$ cat src/core/fsb_pkg.sv
/*
  shared constants and types for the flash security and boot swap gate.
  assumes a 10 MHz pclk and an APB master with 32-bit data.
*/
`default_nettype none
package fsb_pkg;
  // ----------------------------------------------------------------
  // register byte offsets
  // ----------------------------------------------------------------
  localparam logic [7:0] FSB_ADDR_CTRL = 8'h00;
  localparam logic [7:0] FSB_ADDR_CMD  = 8'h04;
  localparam logic [7:0] FSB_ADDR_ARG  = 8'h08;
  localparam logic [7:0] FSB_ADDR_STAT = 8'h0c;

  // ----------------------------------------------------------------
  // control register fields
  // ----------------------------------------------------------------
  localparam int FSB_CTRL_ENTER_EXT  = 0;
  localparam int FSB_CTRL_ENTER_SELF = 1;
  localparam int FSB_CTRL_LEAVE      = 2;
  localparam int FSB_CTRL_SWAP_VAL   = 4;
  localparam int FSB_CTRL_SWAP_WR    = 5;

  // ----------------------------------------------------------------
  // reset values and boot cluster layout
  // ----------------------------------------------------------------
  localparam logic [3:0]  FSB_SEC_RST      = 4'h0;
  localparam logic [15:0] FSB_CLUSTER_SIZE = 16'h1000;
  localparam logic [15:0] FSB_CLUSTER1_LO  = 16'h1000;

  // ----------------------------------------------------------------
  // timing
  // ----------------------------------------------------------------
  localparam int FSB_CLK_PERIOD_NS = 100;
  localparam int FSB_HOSC_STAB_NS  = 10000;
  localparam int FSB_HOSC_STAB_CYC =
    (FSB_HOSC_STAB_NS + FSB_CLK_PERIOD_NS - 1) / FSB_CLK_PERIOD_NS;

  // ----------------------------------------------------------------
  // types
  // ----------------------------------------------------------------
  typedef enum logic [1:0] {
    FSB_CMD_CHIP_ERASE,
    FSB_CMD_BLOCK_ERASE,
    FSB_CMD_WRITE,
    FSB_CMD_SEC_SET
  } fsb_cmd_t;

  typedef enum logic [1:0] {
    FSB_MODE_NORMAL,
    FSB_MODE_EXT,
    FSB_MODE_SELF
  } fsb_mode_t;

  typedef struct packed {
    logic boot0;
    logic wr;
    logic blk;
    logic chip;
  } fsb_sec_t;

  typedef struct packed {
    logic       valid;
    fsb_cmd_t   cmd;
    logic [15:0] addr;
    logic [7:0] data;
  } fsb_flash_req_t;
endpackage
`default_nettype wire

$ cat src/core/fsb_sync2.sv
/*
  two flip-flop synchroniser for pin levels.
  assumes the input is a slow level from outside the pclk domain.
*/
`default_nettype none
module fsb_sync2
  import fsb_pkg::*;
#(
  parameter int W = 1
)(
  input  wire logic         pclk,
  input  wire logic         presetn,
  input  wire logic [W-1:0] d,
  output logic      [W-1:0] q
);
  logic [W-1:0] meta_q;

  always_ff @(posedge pclk or negedge presetn)
  begin
    if (!presetn)
    begin
      meta_q <= '0;
      q      <= '0;
    end
    else
    begin
      meta_q <= d;
      q      <= meta_q;
    end
  end
endmodule
`default_nettype wire

$ cat src/core/fsb_store.sv
/*
  stored security and boot swap settings.
  assumes the nonvolatile copy is presented on nv_* and is captured in
  the first cycle after reset release; updates are mirrored back out.
*/
`default_nettype none
module fsb_store
  import fsb_pkg::*;
(
  input  wire logic     pclk,
  input  wire logic     presetn,
  input  wire fsb_sec_t nv_sec,
  input  wire logic     nv_swap,
  input  wire logic     set_valid,
  input  wire fsb_sec_t set_bits,
  input  wire logic     clr_blk_wr,
  input  wire logic     swap_wr,
  input  wire logic     swap_val,
  output fsb_sec_t      sec_q,
  output logic          swap_q,
  output logic          loaded_q
);
  always_ff @(posedge pclk or negedge presetn)
  begin
    if (!presetn)
    begin
      sec_q    <= FSB_SEC_RST;
      swap_q   <= 1'b0;
      loaded_q <= 1'b0;
    end
    else if (!loaded_q)
    begin
      sec_q    <= nv_sec;
      swap_q   <= nv_swap;
      loaded_q <= 1'b1;
    end
    else
    begin
      // settings accumulate except blk and wr, which clr_blk_wr clears; chip and boot0 never fall
      if (set_valid)
        sec_q <= sec_q | set_bits;
      else if (clr_blk_wr)
      begin
        sec_q.blk <= 1'b0;
        sec_q.wr  <= 1'b0;
      end
      if (swap_wr)
        swap_q <= swap_val;
    end
  end
endmodule
`default_nettype wire

$ cat src/core/fsb_gate.sv
/*
  flash security gate with boot swap control, APB register slave.
  assumes the flash macro holds a request while valid and answers with
  a one-cycle done pulse; interrupt flags come from pclk logic.
*/
`default_nettype none
module fsb_gate
  import fsb_pkg::*;
#(
  parameter int STAB_CYC = FSB_HOSC_STAB_CYC
)(
  input  wire logic           pclk,
  input  wire logic           presetn,
  input  wire logic           psel,
  input  wire logic           penable,
  input  wire logic           pwrite,
  input  wire logic [7:0]     paddr,
  input  wire logic [31:0]    pwdata,
  output logic      [31:0]    prdata,
  output logic                pready,
  output logic                pslverr,
  input  wire logic           program_mode_pin,
  input  wire logic [7:0]     irq_request_flags_low0,
  input  wire logic [7:0]     irq_request_flags_high0,
  input  wire logic [7:0]     irq_request_flags_low1,
  input  wire logic [7:0]     irq_request_flags_high1,
  input  wire logic [7:0]     irq_mask_flags_low0,
  input  wire logic [7:0]     irq_mask_flags_high0,
  input  wire logic [7:0]     irq_mask_flags_low1,
  input  wire logic [7:0]     irq_mask_flags_high1,
  input  wire logic           cpu_on_hosc,
  output fsb_flash_req_t      flash_req,
  output logic                flash_abort,
  input  wire logic           flash_done,
  input  wire logic           flash_ok,
  input  wire fsb_sec_t       nv_sec,
  input  wire logic           nv_swap,
  output fsb_sec_t            nv_sec_out,
  output logic                nv_swap_out,
  output logic                boot_swap_map
);
  // ----------------------------------------------------------------
  // types and state
  // ----------------------------------------------------------------
  typedef enum logic [2:0] {
    ST_IDLE,
    ST_STAB,
    ST_BUSY,
    ST_SUSP
  } fsb_state_t;

  typedef struct packed {
    fsb_state_t     st;
    fsb_mode_t      mode;
    fsb_sec_t       act;
    logic           map_done;
    logic           boot_map;
    fsb_cmd_t       cmd;
    logic [15:0]    addr;
    logic [7:0]     data;
    logic           ok;
    logic           fail;
    logic           stopped;
    logic [15:0]    stab;
    fsb_flash_req_t req;
    logic           abort;
    logic [31:0]    rdata;
    logic           ready;
    logic           err;
  } fsb_regs_t;

  fsb_regs_t s_q;
  fsb_regs_t s_d;

  logic     pin_s;
  fsb_sec_t st_sec;
  logic     st_swap;
  logic     st_loaded;
  logic     sec_set;
  fsb_sec_t sec_bits;
  logic     clr_bw;
  logic     swap_wr;
  logic     swap_val;
  logic     irq_pend;
  logic     wr_acc;
  logic     setup;

  // ----------------------------------------------------------------
  // pin synchroniser and stored settings
  // ----------------------------------------------------------------
  fsb_sync2 #(.W(1)) u_pin (
    .pclk    (pclk),
    .presetn (presetn),
    .d       (program_mode_pin),
    .q       (pin_s)
  );

  fsb_store u_store (
    .pclk       (pclk),
    .presetn    (presetn),
    .nv_sec     (nv_sec),
    .nv_swap    (nv_swap),
    .set_valid  (sec_set),
    .set_bits   (sec_bits),
    .clr_blk_wr (clr_bw),
    .swap_wr    (swap_wr),
    .swap_val   (swap_val),
    .sec_q      (st_sec),
    .swap_q     (st_swap),
    .loaded_q   (st_loaded)
  );

  assign nv_sec_out  = st_sec;
  assign nv_swap_out = st_swap;

  // ----------------------------------------------------------------
  // permission check
  // ----------------------------------------------------------------
  function automatic logic allowed(fsb_mode_t m, fsb_sec_t a,
                                   fsb_cmd_t c, logic [15:0] ad);
    logic in_c0;
    logic r;
    in_c0 = (ad < FSB_CLUSTER_SIZE);
    r     = 1'b0;
    if (c == FSB_CMD_SEC_SET)
      r = (m != FSB_MODE_NORMAL);
    else if (m == FSB_MODE_EXT)
    begin
      case (c)
        FSB_CMD_CHIP_ERASE:
          r = !a.chip && !a.boot0;
        FSB_CMD_BLOCK_ERASE:
          r = !a.chip && !a.blk && !a.wr
              && !(a.boot0 && in_c0);
        default:
          r = !a.wr && !(a.boot0 && in_c0);
      endcase
    end
    else if (m == FSB_MODE_SELF)
    begin
      // chip/blk/wr locks do not apply here
      if (c == FSB_CMD_CHIP_ERASE)
        r = 1'b0;
      else
        r = !(a.boot0 && in_c0);
    end
    return r;
  endfunction

  // ----------------------------------------------------------------
  // interrupt pending: unmasked requests only, global disable ignored
  // ----------------------------------------------------------------
  assign irq_pend =
    |({irq_request_flags_high1, irq_request_flags_low1,
       irq_request_flags_high0, irq_request_flags_low0} &
      ~{irq_mask_flags_high1, irq_mask_flags_low1,
        irq_mask_flags_high0, irq_mask_flags_low0});

  assign setup  = psel && !penable;
  assign wr_acc = psel && penable && s_q.ready && pwrite;

  // ----------------------------------------------------------------
  // next state
  // ----------------------------------------------------------------
  always_comb
  begin
    s_d      = s_q;
    sec_set  = 1'b0;
    sec_bits = s_q.data[3:0];
    clr_bw   = 1'b0;
    swap_wr  = 1'b0;
    swap_val = pwdata[FSB_CTRL_SWAP_VAL];
    s_d.abort     = 1'b0;
    s_d.ready     = 1'b0;
    s_d.err       = 1'b0;
    s_d.req.cmd   = s_q.cmd;
    s_d.req.addr  = s_q.addr;
    s_d.req.data  = s_q.data;

    // boot mapping is taken once from the stored flag after reset
    if (st_loaded && !s_q.map_done)
    begin
      s_d.map_done = 1'b1;
      s_d.boot_map = st_swap;
    end

    // apb setup: prepare answer for the access phase
    if (setup)
    begin
      s_d.ready = 1'b1;
      s_d.rdata = 32'h0000_0000;
      if (paddr == FSB_ADDR_CTRL)
        s_d.rdata = {26'h0, st_swap, 5'h0};
      else if (paddr == FSB_ADDR_ARG)
        s_d.rdata = {8'h00, s_q.data, s_q.addr};
      else if (paddr == FSB_ADDR_STAT)
        s_d.rdata = {13'h0, pin_s, s_q.boot_map, st_swap,
                     st_sec, s_q.act, 2'h0, s_q.mode,
                     s_q.stopped, s_q.fail, s_q.ok,
                     (s_q.st != ST_IDLE)};
      else if (paddr != FSB_ADDR_CMD)
        s_d.err = 1'b1;
      else if (pwrite && s_q.st != ST_IDLE)
        s_d.err = 1'b1;
    end

    // apb access: register writes
    if (wr_acc && !s_q.err)
    begin
      if (paddr == FSB_ADDR_CTRL)
      begin
        if (pwdata[FSB_CTRL_SWAP_WR])
          swap_wr = 1'b1;
        if (pwdata[FSB_CTRL_LEAVE])
          s_d.mode = FSB_MODE_NORMAL;
        else if (pwdata[FSB_CTRL_ENTER_EXT])
        begin
          s_d.mode = FSB_MODE_EXT;
          s_d.act  = st_sec;
        end
        else if (pwdata[FSB_CTRL_ENTER_SELF])
        begin
          s_d.mode = FSB_MODE_SELF;
          s_d.act  = st_sec;
          if (s_q.st == ST_SUSP)
          begin
            s_d.st      = cpu_on_hosc ? ST_BUSY : ST_STAB;
            s_d.stab    = 16'h0000;
            s_d.stopped = 1'b0;
          end
        end
      end
      else if (paddr == FSB_ADDR_ARG)
      begin
        s_d.addr = pwdata[15:0];
        s_d.data = pwdata[23:16];
      end
      else if (paddr == FSB_ADDR_CMD)
      begin
        s_d.cmd     = fsb_cmd_t'(pwdata[1:0]);
        s_d.ok      = 1'b0;
        s_d.fail    = 1'b0;
        s_d.stopped = 1'b0;
        if (!allowed(s_q.mode, s_q.act, fsb_cmd_t'(pwdata[1:0]),
                     s_q.addr) ||
            (s_q.mode == FSB_MODE_SELF && !pin_s))
          s_d.fail = 1'b1;
        else if (fsb_cmd_t'(pwdata[1:0]) == FSB_CMD_SEC_SET)
        begin
          sec_set = 1'b1;
          s_d.ok  = 1'b1;
        end
        else if (s_q.mode == FSB_MODE_SELF && !cpu_on_hosc)
        begin
          s_d.st   = ST_STAB;
          s_d.stab = 16'h0000;
        end
        else
          s_d.st = ST_BUSY;
      end
    end

    // operation sequencer
    case (s_q.st)
      ST_STAB:
      begin
        if (s_q.stab >= 16'(STAB_CYC - 1))
          s_d.st = ST_BUSY;
        else
          s_d.stab = s_q.stab + 16'h0001;
        if (irq_pend || !pin_s)
        begin
          s_d.st      = ST_SUSP;
          s_d.stopped = 1'b1;
        end
      end
      ST_BUSY:
      begin
        s_d.req.valid = 1'b1;
        if (flash_done)
        begin
          s_d.req.valid = 1'b0;
          s_d.st        = ST_IDLE;
          s_d.ok        = flash_ok;
          s_d.fail      = !flash_ok;
          if (flash_ok && s_q.cmd == FSB_CMD_CHIP_ERASE &&
              s_q.mode == FSB_MODE_EXT)
            clr_bw = 1'b1;
        end
        else if (s_q.mode == FSB_MODE_SELF && (irq_pend || !pin_s))
        begin
          s_d.req.valid = 1'b0;
          s_d.abort     = 1'b1;
          s_d.st        = ST_SUSP;
          s_d.stopped   = 1'b1;
        end
      end
      default:
        s_d.req.valid = 1'b0;
    endcase
  end

  // ----------------------------------------------------------------
  // state register
  // ----------------------------------------------------------------
  always_ff @(posedge pclk or negedge presetn)
  begin
    if (!presetn)
    begin
      s_q          <= '0;
      s_q.st       <= ST_IDLE;
      s_q.mode     <= FSB_MODE_NORMAL;
      s_q.act      <= FSB_SEC_RST;
      s_q.cmd      <= FSB_CMD_CHIP_ERASE;
      s_q.req.cmd  <= FSB_CMD_CHIP_ERASE;
    end
    else
      s_q <= s_d;
  end

  assign prdata        = s_q.rdata;
  assign pready        = s_q.ready;
  assign pslverr       = s_q.err;
  assign flash_req     = s_q.req;
  assign flash_abort   = s_q.abort;
  assign boot_swap_map = s_q.boot_map;
endmodule
`default_nettype wire

$ cat config.mk
export PLATFORM = sky130hd
export DESIGN_NAME = fsb_gate
export DESIGN_NICKNAME = d
export VERILOG_FILES = /design/src/core/fsb_pkg.sv /design/src/core/fsb_sync2.sv /design/src/core/fsb_store.sv /design/src/core/fsb_gate.sv
export SDC_FILE = /design/constraint.sdc
export NUM_CORES = 1
export LEC_CHECK = 0
export BUFFER_PORTS_ARGS = -buffer_cell sky130_fd_sc_hd__buf_2
export CAP_MARGIN = 20
export CORE_MARGIN = 2
export CORE_UTILIZATION = 50
export DETAILED_ROUTE_END_ITERATION = 8
export PLACE_DENSITY = 0.88
export SYNTH_ARGS = -nofsm -noshare
export SYNTH_HDL_FRONTEND = slang
export SYNTH_SLANG_ARGS = --single-unit
$ cat constraint.sdc
create_clock -name pclk -period 2.15 [get_ports pclk]
set_input_delay 0.3225 -clock pclk [delete_from_list [all_inputs] [get_ports pclk]]
set_output_delay 0.3225 -clock pclk [all_outputs]
set_load 0.1 [all_outputs]
; ---- Word-level counts from Yosys, hierarchy flattened
; Cells that the tools add are included.
[classes]
add_sub_neg = 1
magnitude_cmp = 2
eq_ne = 14
bitwise_logic = 6
reduce_logical = 44
mux = 85
[ops]
columns = operator, n
row1 = two-way mux 17 bit, 5
row2 = two-way mux 16 bit, 5
row3 = two-way mux 19 bit, 4
row4 = two-way mux 24 bit, 2
row5 = two-way mux 1 bit, 38
row6 = two-way mux 3 bit, 12
row7 = AND 32 bit, 1
row8 = inverter 32 bit, 1
row9 = OR reduction 32 bit, 1
row10 = logical AND 1 bit, 18
row11 = two-way mux 2 bit, 9
row12 = two-way mux 9 bit, 2
row13 = adder 16 x 1 -> 16 bit (second input constant), 1
row14 = equality test 8 x 4 -> 1 bit (second input constant), 2
row15 = greater-or-equal comparator 16 x 7 -> 1 bit (second input constant), 1
row16 = less-than comparator 16 x 13 -> 1 bit (second input constant), 1
row17 = logical NOT 1 bit, 12
row18 = two-way mux 6 bit, 2
row19 = equality test 8 x 3 -> 1 bit (second input constant), 1
row20 = logical NOT 8 bit, 1
row21 = two-way mux 4 bit, 2
row22 = != test 8 x 3 -> 1 bit (second input constant), 1
row23 = AND reduction 4 bit, 2
row24 = equality test 3 x 2 -> 1 bit (second input constant), 2
row25 = 14 further kinds, 26
[word_totals]
regBits = 118
elab_cells = 183

; ---- Logic depth before layout (Yosys ltp)
; Gate-level depths: netlist of run 1.
[logic_depth]
depth_word = 21
depth_mapped = 8

; ---- Hierarchy
; A second synthesis of run 1 with hierarchy kept.
[unflattened]
hier_cells = 494
area_unflattened_um2 = 5440.2
[by_module_without_submodules]
columns = mod, cells_each, area_per_inst_um2, n_inst, seq_area_each_um2
row1 = fsb_gate, 466, 5134.9, 1, 2752.6
row2 = fsb_store, 26, 255.2, 1, 150.1
row3 = fsb_sync2, 2, 50.0, 1, 50.0

; ---- Least setup slack after synthesis of run 1
; No wires, ideal clock.
[synth_timing]
path_kind = register -> register
startpoint = register s_q (netlist bit pready)
endpoint = register s_q[109] (netlist name)
stages_incl_launch_ff = 5
setup_time_ps = 126
required_time_ps = 2024
n_path_buf = 0
path_slack_ps = -296
arrival_ps = 2321
cell_sequence = dfrtp_1 > nand4_4 > or4_4 > nor3_4 > mux2_4
[synth_via]
elab_chain_len = 4
[synth_lines]
columns = element, line_no
row1 = "start, declared", fsb_gate.sv:72  ; fsb_regs_t s_q;
row2 = logical AND 1 bit (2 in a row), fsb_gate.sv:160  ; assign wr_acc = psel && penable && s_q.ready && pwrite;
row3 = logical AND 1 bit, fsb_gate.sv:208  ; if (wr_acc && !s_q.err)
row4 = AND reduction 4 bit (no source line), n/a
; Every way passes these cells.
; A chain may end at the register's enable or synchronous reset.

==> impl_metrics.tcl, run 1 <==
set metrics [dict create \
    worstSetupStartpoint "s_q[62]" \
    track_usage_pct 23.3 \
    synthArstFlopShare_pct 100 \
    ios 186 \
    rr_startpoint "s_q[62]" \
    r2r_setup_slack_ns 0.04 \
    antenna_left 0 \
    ys_seq_area_share_pct 53.1 \
    dieArea_sq_um 12000 \
    clock_tree.buffer_depth 2 \
    rows 38 \
    fin_util_pct 64.0 \
    synthesis.area_sq_um 5560 \
    gp_congestion 0.871 \
    cap_violations 0 \
    grt_pass1_vias 4334 \
    hold_path_class "in -> reg" \
    fp.dieH_microns 109 \
    layout.nets 780 \
    clk-insertion-delay-late_ns 0.53 \
    critical_path.endpoint_type "flip-flop" \
    slowest_stage "or3_4" \
    arrival_ns 2.55 \
    synth_cells 521 \
    via_per_inst 5.34 \
    timing.final.crit_share_pct 98.0 \
    synth_edf_count 0 \
    finalWirelength_mm 13.5 \
    min_period_ns 2.11 \
    dp_slack_ns 0.0394 \
    synth_area_leader_cell "dfrtp_1" \
    hpwl_mm 9.73 \
    p_leak_nw 3.61 \
    drive_gt1_share_pct 40.7 \
    min-delay-start "pwdata[15]" \
    synthTopCellsByArea "dfrtp_1 (53%), buf_4 (8.0%), mux2_2 (5.5%)" \
    root_buffer "clkbuf_8" \
    initial_core_util_pct 51.3 \
    grt_antenna_before_repair 1 \
    r2r_cells 6 \
    syn2layout_area_growth_pct 24.7 \
    place_inst 780 \
    place_area_sq_um 6310 \
    maxSlewViolCount 0 \
    final_area_sq_um 6940 \
    synth_flop_cell "dfrtp_1" \
    power_mw 5.58 \
    path_buf_inv 0 \
    crit_required_ns 2.59 \
    clk_pin_slew_ns 0.06 \
    antenna_cells 0 \
    dr.first_iter.drc_count 348 \
    final_cells 813 \
    power_density_nw_per_um2 804 \
    crit_fanout 8 \
    max_freq_ghz 0.475 \
    synthTopCellsByCount "dfrtp_1 (118), buf_4 (59), nand2_1 (51)" \
    cts_sinks 118 \
    ys_seq_elements 118 \
    post-route-drc-count 0 \
    ys_warn_count 0 \
    worstSetupPathType "reg -> reg" \
    first_pass_iters 4 \
    hold_viol_final 0 \
    grt_pass1_wl_mm 20.9 \
    critPathLaunchType "flip-flop" \
    cts_tree "built" \
    whs_endpoint "s_d[58]" \
    hold_depth 2 \
    numCtsBuffers 17 \
    avgRoutedWirePerCell_microns 16.6 \
    htree_levels 4 \
    cp_top_family "simple AND/OR/NAND/NOR gates" \
    vdd_ir_drop_max_v 0.000526 \
    core_sq_um 10800 \
    outcome "complete, no violations" \
    avgSynthCellArea_sq_um 10.7 \
    grt_start_max_net_pins 47 \
    overflow 0 \
    cpPeakStageDelay_ns 0.42 \
    portBuffers 169 \
    setup_ws_ns 0.0438 \
    dieWidth_microns 109 \
    synth_cell_types 60 \
    synth_most_common_cell "dfrtp_1" \
    yosys.area.top_type_share_pct 53.1 \
    finClkSkew_ns 0.0172 \
    cp_cell_sequence "ha_1 > nor4_1 > o2111ai_1 > or3_4 > or3_1 > o211ai_2" \
    setup_violations 0 \
    r2r-end "s_q[66]" \
    dr_total_vias 4341 \
]
layout make-up:
type,count,area [sq um]
Clock buffer,24,480
Clock inverter,7,119
Fill cell,817,3900
Inverter,31,116
Multi-Input combinational cell,302,2010
Sequential cell,118,2960
Tap cell,140,175
Timing Repair Buffer,191,1080
state kept, by name (all words and copies together), names as in the netlist:
register and flops:
boot_swap_map 1, flash_abort 1, flash_req 27, prdata 24, pready 1, pslverr 1, s_d 26, s_q 29
u_pin.meta_q 1, u_pin.q 1, u_store.loaded_q 1, u_store.sec_q 4, u_store.swap_q 1
repair_timing:
item | in CTS | in global routing
setup buffers | 0 | 0
setup endpoints to repair | 0 | 7
hold buffers | 2 | 0
gates resized for setup | 0 | 3
endpoints found under the hold margin | 27 | 0
cells by family (layout without fill, tap and decap cells):
group / Yosys count / after routing / share of synthesized area [%]
flops: 118 / 118 / 53.1
other cells: 2 / 9 / 0.135
fa+ha+maj: 1 / 1 / 0.225
xor+xnor: 1 / 1 / 0.157
compound gates: 98 / 98 / 11.7
simple gates: 159 / 159 / 15.9
mux: 34 / 34 / 7.08
buf+inv: 108 / 253 / 11.8
worst register-to-register path, delay by kind of cell (launching register included):
family	cells	cell delay [ns]
and+or+nand+nor	3	1.06
DFF	1	0.41
adders and majority gates	1	0.25
AOI/OAI and AO/OA	2	0.30
cell usage in the layout (no fill, tap or decap), types with 3 or more instances in the layout:
master / n
nor3_1: 6
nor2b_1: 6
inv_1: 31
bufinv_16: 3
dfrtp_1: 116
mux2_4: 4
o22ai_1: 6
buf_4: 16
buf_12: 5
a22oi_1: 17
nor2_1: 29
mux2_2: 27
clkbuf_16: 16
nand2b_1: 19
clkbuf_8: 5
conb_1: 9
and3_1: 4
nor4_1: 4
o21ai_0: 30
nand2_1: 51
o211ai_1: 4
mux2i_1: 3
or3_1: 4
a21oi_1: 12
a31oi_1: 3
o2111ai_1: 6
clkbuf_1: 3
o21ai_1: 5
buf_2: 168
nand3_1: 8
per-layer routing:
metal | vias up | share of wire [%] | GRT usage, %
met5 | - | 0.052 | 0
li1 | 2005 | - | -
met4 | 2 | 3.0 | 11.8
met3 | 39 | 7.0 | 6.76
met2 | 206 | 51 | 39.7
met1 | 2089 | 38 | 26.7
worst max path at each step:
stage          cells after the start  slack (ns)  endpoint
2_1_floorplan                      5      -0.002  s_q[109]
3_3_place_gp                       6        0.16   s_q[65]
3_5_place_dp                       6        0.04   s_q[66]
4_1_cts                            6       0.003   s_q[66]
5_1_grt                            6      -0.007   s_q[66]
6_report                           6        0.04   s_q[66]
power breakdown:
part / internal [mW] / switching [mW]
Clock: 1.88 / 0.936
Combinational: 0.147 / 0.330
Sequential: 2.25 / 0.0338
stage by stage:
step / setup TNS, ns / hold slack [ns]
2_1_floorplan: -0.00762 / 0.0269
3_3_place_gp: 0 / 0.269
3_5_place_dp: 0 / 0.277
4_1_cts: 0 / 0.0141
5_1_grt: -0.0106 / 0.0184
6_report: 0 / 0.0225
Note: power is estimated with default switching activity, not from simulation.
==> run 2: changes to the inputs <==
ABC_AREA = 1   (was not set)
CORE_UTILIZATION = 41   (was 50)
PLACE_DENSITY = 0.76   (was 0.88)
==> run 2 against run 1 <==
Net effect:
- via count is 3.1% higher
- routed wire length is 2.7% lower
- critical path depth grew 3
- clock skew fell by 0.0091 ns
- first-iteration DRC count is 27% lower
- non-clock buffer count down 9
- maximum frequency is 12% higher
- critical path type unchanged
- largest cell class unchanged
- register-to-register slack improved by 0.23 ns
- synthesized cell count is 20% higher
- final cell count rose by 17%
==> impl_metrics.tcl, run 2 <==
set metrics [dict create \
    first_pass_iters 4 \
    synth_edf_count 0 \
    root_buffer "clkbuf_16" \
    grt_pass1_vias 4496 \
    dr_total_vias 4477 \
    syn2layout_area_growth_pct 22.9 \
    synth_cells 624 \
    synthesis.area_sq_um 5640 \
    overflow 0 \
    ys_warn_count 0 \
    antenna_left 0 \
    dieArea_sq_um 14700 \
    post-route-drc-count 0 \
    clk-insertion-delay-late_ns 0.41 \
    setup_ws_ns 0.273 \
    layout.nets 880 \
    power_density_nw_per_um2 962 \
    htree_levels 4 \
    critical_path.endpoint_type "flip-flop" \
    min_period_ns 1.88 \
    tns_ns 0 \
    gp_congestion 0.854 \
    arrival_ns 2.17 \
    cap_violations 0 \
    grt_antenna_before_repair 1 \
    path_buf_inv 1 \
    synth_most_common_cell "dfrtp_1" \
    hpwl_mm 9.92 \
    clock_tree.buffer_depth 2 \
    timing.final.crit_share_pct 87.3 \
    ys_seq_area_share_pct 52.4 \
    antenna_cells 0 \
    postCtsSetupRepairBufs 0 \
    fp.dieH_microns 121 \
    critPathLaunchType "flip-flop" \
    ys_seq_elements 118 \
    outcome "complete, no violations" \
    synth_area_leader_cell "dfrtp_1" \
    cts_sinks 118 \
    cpPeakStageDelay_ns 0.41 \
    clk_pin_slew_ns 0.05 \
    crit_top_cell "nand2_2" \
    numCtsBuffers 17 \
    synth_cell_types 45 \
    worstSetupPathType "reg -> reg" \
    layout_common_cells "buf_2 (168), dfrtp_1 (118), inv_1 (88)" \
    dp_slack_ns 0.303 \
    setup_violations 0 \
    vdd_ir_drop_max_v 0.000608 \
    drive_gt1_share_pct 32.6 \
    portBuffers 169 \
    grt_pass1_wl_mm 21.8 \
    largest_reg_flops 29 \
    cp_top_family "simple AND/OR/NAND/NOR gates" \
    final_common_cell "buf_2" \
    yosys.area.top_type_share_pct 52.4 \
    core_sq_um 13300 \
    ios 186 \
    grt_start_max_net_pins 52 \
    synthTopCellsByArea "dfrtp_1 (52%), buf_4 (7.9%), inv_1 (5.9%)" \
    cts_tree "built" \
    maxSlewViolCount 0 \
    rsz0062_at_grt "false" \
    crit_required_ns 2.44 \
    dieWidth_microns 121 \
    p_leak_nw 3.75 \
    avgRoutedWirePerCell_microns 13.8 \
    track_usage_pct 19.4 \
    via_per_inst 4.72 \
    avgSynthCellArea_sq_um 9.04 \
    crit_fanout 9 \
    slowest_stage "dfrtp_1" \
    initial_core_util_pct 42.2 \
    synthTopCellsByCount "dfrtp_1 (118), inv_1 (88), nand2_1 (86)" \
    finalWirelength_mm 13.1 \
    synth_flop_cell "dfrtp_1" \
    hold_path_class "in -> reg" \
    finClkSkew_ns 0.00803 \
    hold_viol_final 0 \
    max_flop_register "s_q" \
    cp_cell_sequence "ha_1 > or2_1 > nor3_1 > o21a_1 > nand2_2 > nand2_1 > inv_2 > nand2_2 > nor2_1" \
    max_freq_ghz 0.533 \
    rows 42 \
    synthArstFlopShare_pct 100 \
    dr.first_iter.drc_count 255 \
]
-- run 2: cell count changes after synthesis, sizes merged, moves of 11 or more --
cell,change
inv,+64
nor2,+53
nand2,+38
nand3,+28
mux2,-22
nand2b,-20
a21oi,+18
a22oi,-16
a221oi,+12
o21ai,-11
-- run 2: cell type report --
type                            count  area, sq um
Fill cell                        1212         6420
Sequential cell                   118         2950
Clock buffer                       22          474
Timing Repair Buffer              182          976
Clock inverter                      9          101
Tap cell                          176          220
Multi-Input combinational cell    346         1850
Inverter                           96          360
-- run 2: path summary, 6_finish.rpt --
| path | start | endpoint | slack [ns] | depth (start not counted) |
|---|---|---|---|---|
| setup / recovery | s_q[62] | s_q[75] | 0.27 | 9 |
| hold / removal | pwdata[21] | s_d[40] | 0.15 | 2 |
| setup reg to reg | s_q[62] | s_q[75] | 0.27 | 9 |
| hold reg to reg | u_pin.meta_q | u_pin.q | 0.34 | 0 |
| max in group asynchronous | presetn | flash_req[15] | 1.17 | 3 |
| min in group asynchronous | presetn | flash_req[2] | 0.38 | 2 |
-- run 2: what timing repair did --
item                                   CTS  global route
endpoints found under the hold margin   25             1
gates resized for setup                  0             0
hold buffers                             1             1
-- run 2: cell families (layout without fill, tap and decap cells) --
logic type | Yosys count | after routing | share of synthesized area (%)
AOI/OAI and AO/OA | 93 | 93 | 10.7
xor gates and xnor gates | 3 | 3 | 0.466
adders and majority gates | 1 | 1 | 0.222
buffers and inverters | 167 | 309 | 15.4
DFF | 118 | 118 | 52.4
muxes | 9 | 9 | 2.40
other | 2 | 9 | 0.133
and+or+nand+nor | 231 | 231 | 18.4
-- run 2: layer usage --
metal	track usage [%]	vias up	wire length [microns]
li1	-	2211	-
met1	23.0	2043	5520
met2	32.2	201	6320
met3	6.95	20	1020
met4	7.76	2	233
met5	0	-	15
-- run 2: where the power goes --
group          switching (mW)  internal [mW]
Clock                   0.938           1.78
Combinational           0.997          0.393
Sequential              0.160           2.40
-- run 2: worst register-to-register path, cell delays in order, from the launching register on --
cell and delay [ns]:
dfrtp_1 0.41, ha_1 0.24, or2_1 0.23, nor3_1 0.14, o21a_1 0.19, nand2_2 0.13
nand2_1 0.11, inv_2 0.08, nand2_2 0.16, nor2_1 0.07
-- run 2: per-stage QoR --
step | instances | power (mW) | util (%) | hold slack (ns) | area (sq um)
after floorplan | 631 | 3.68 | - | 0.0269 | 5670
final | 949 | 6.66 | 51.9 | 0.145 | 6930
after global placement | 916 | 3.95 | 47.5 | 0.271 | 6330
after CTS | 948 | 6.72 | 51.8 | 0.000212 | 6920
after global routing | 949 | 7.02 | 51.9 | 0.134 | 6930
after detailed placement | 916 | 3.98 | 47.5 | 0.272 | 6330
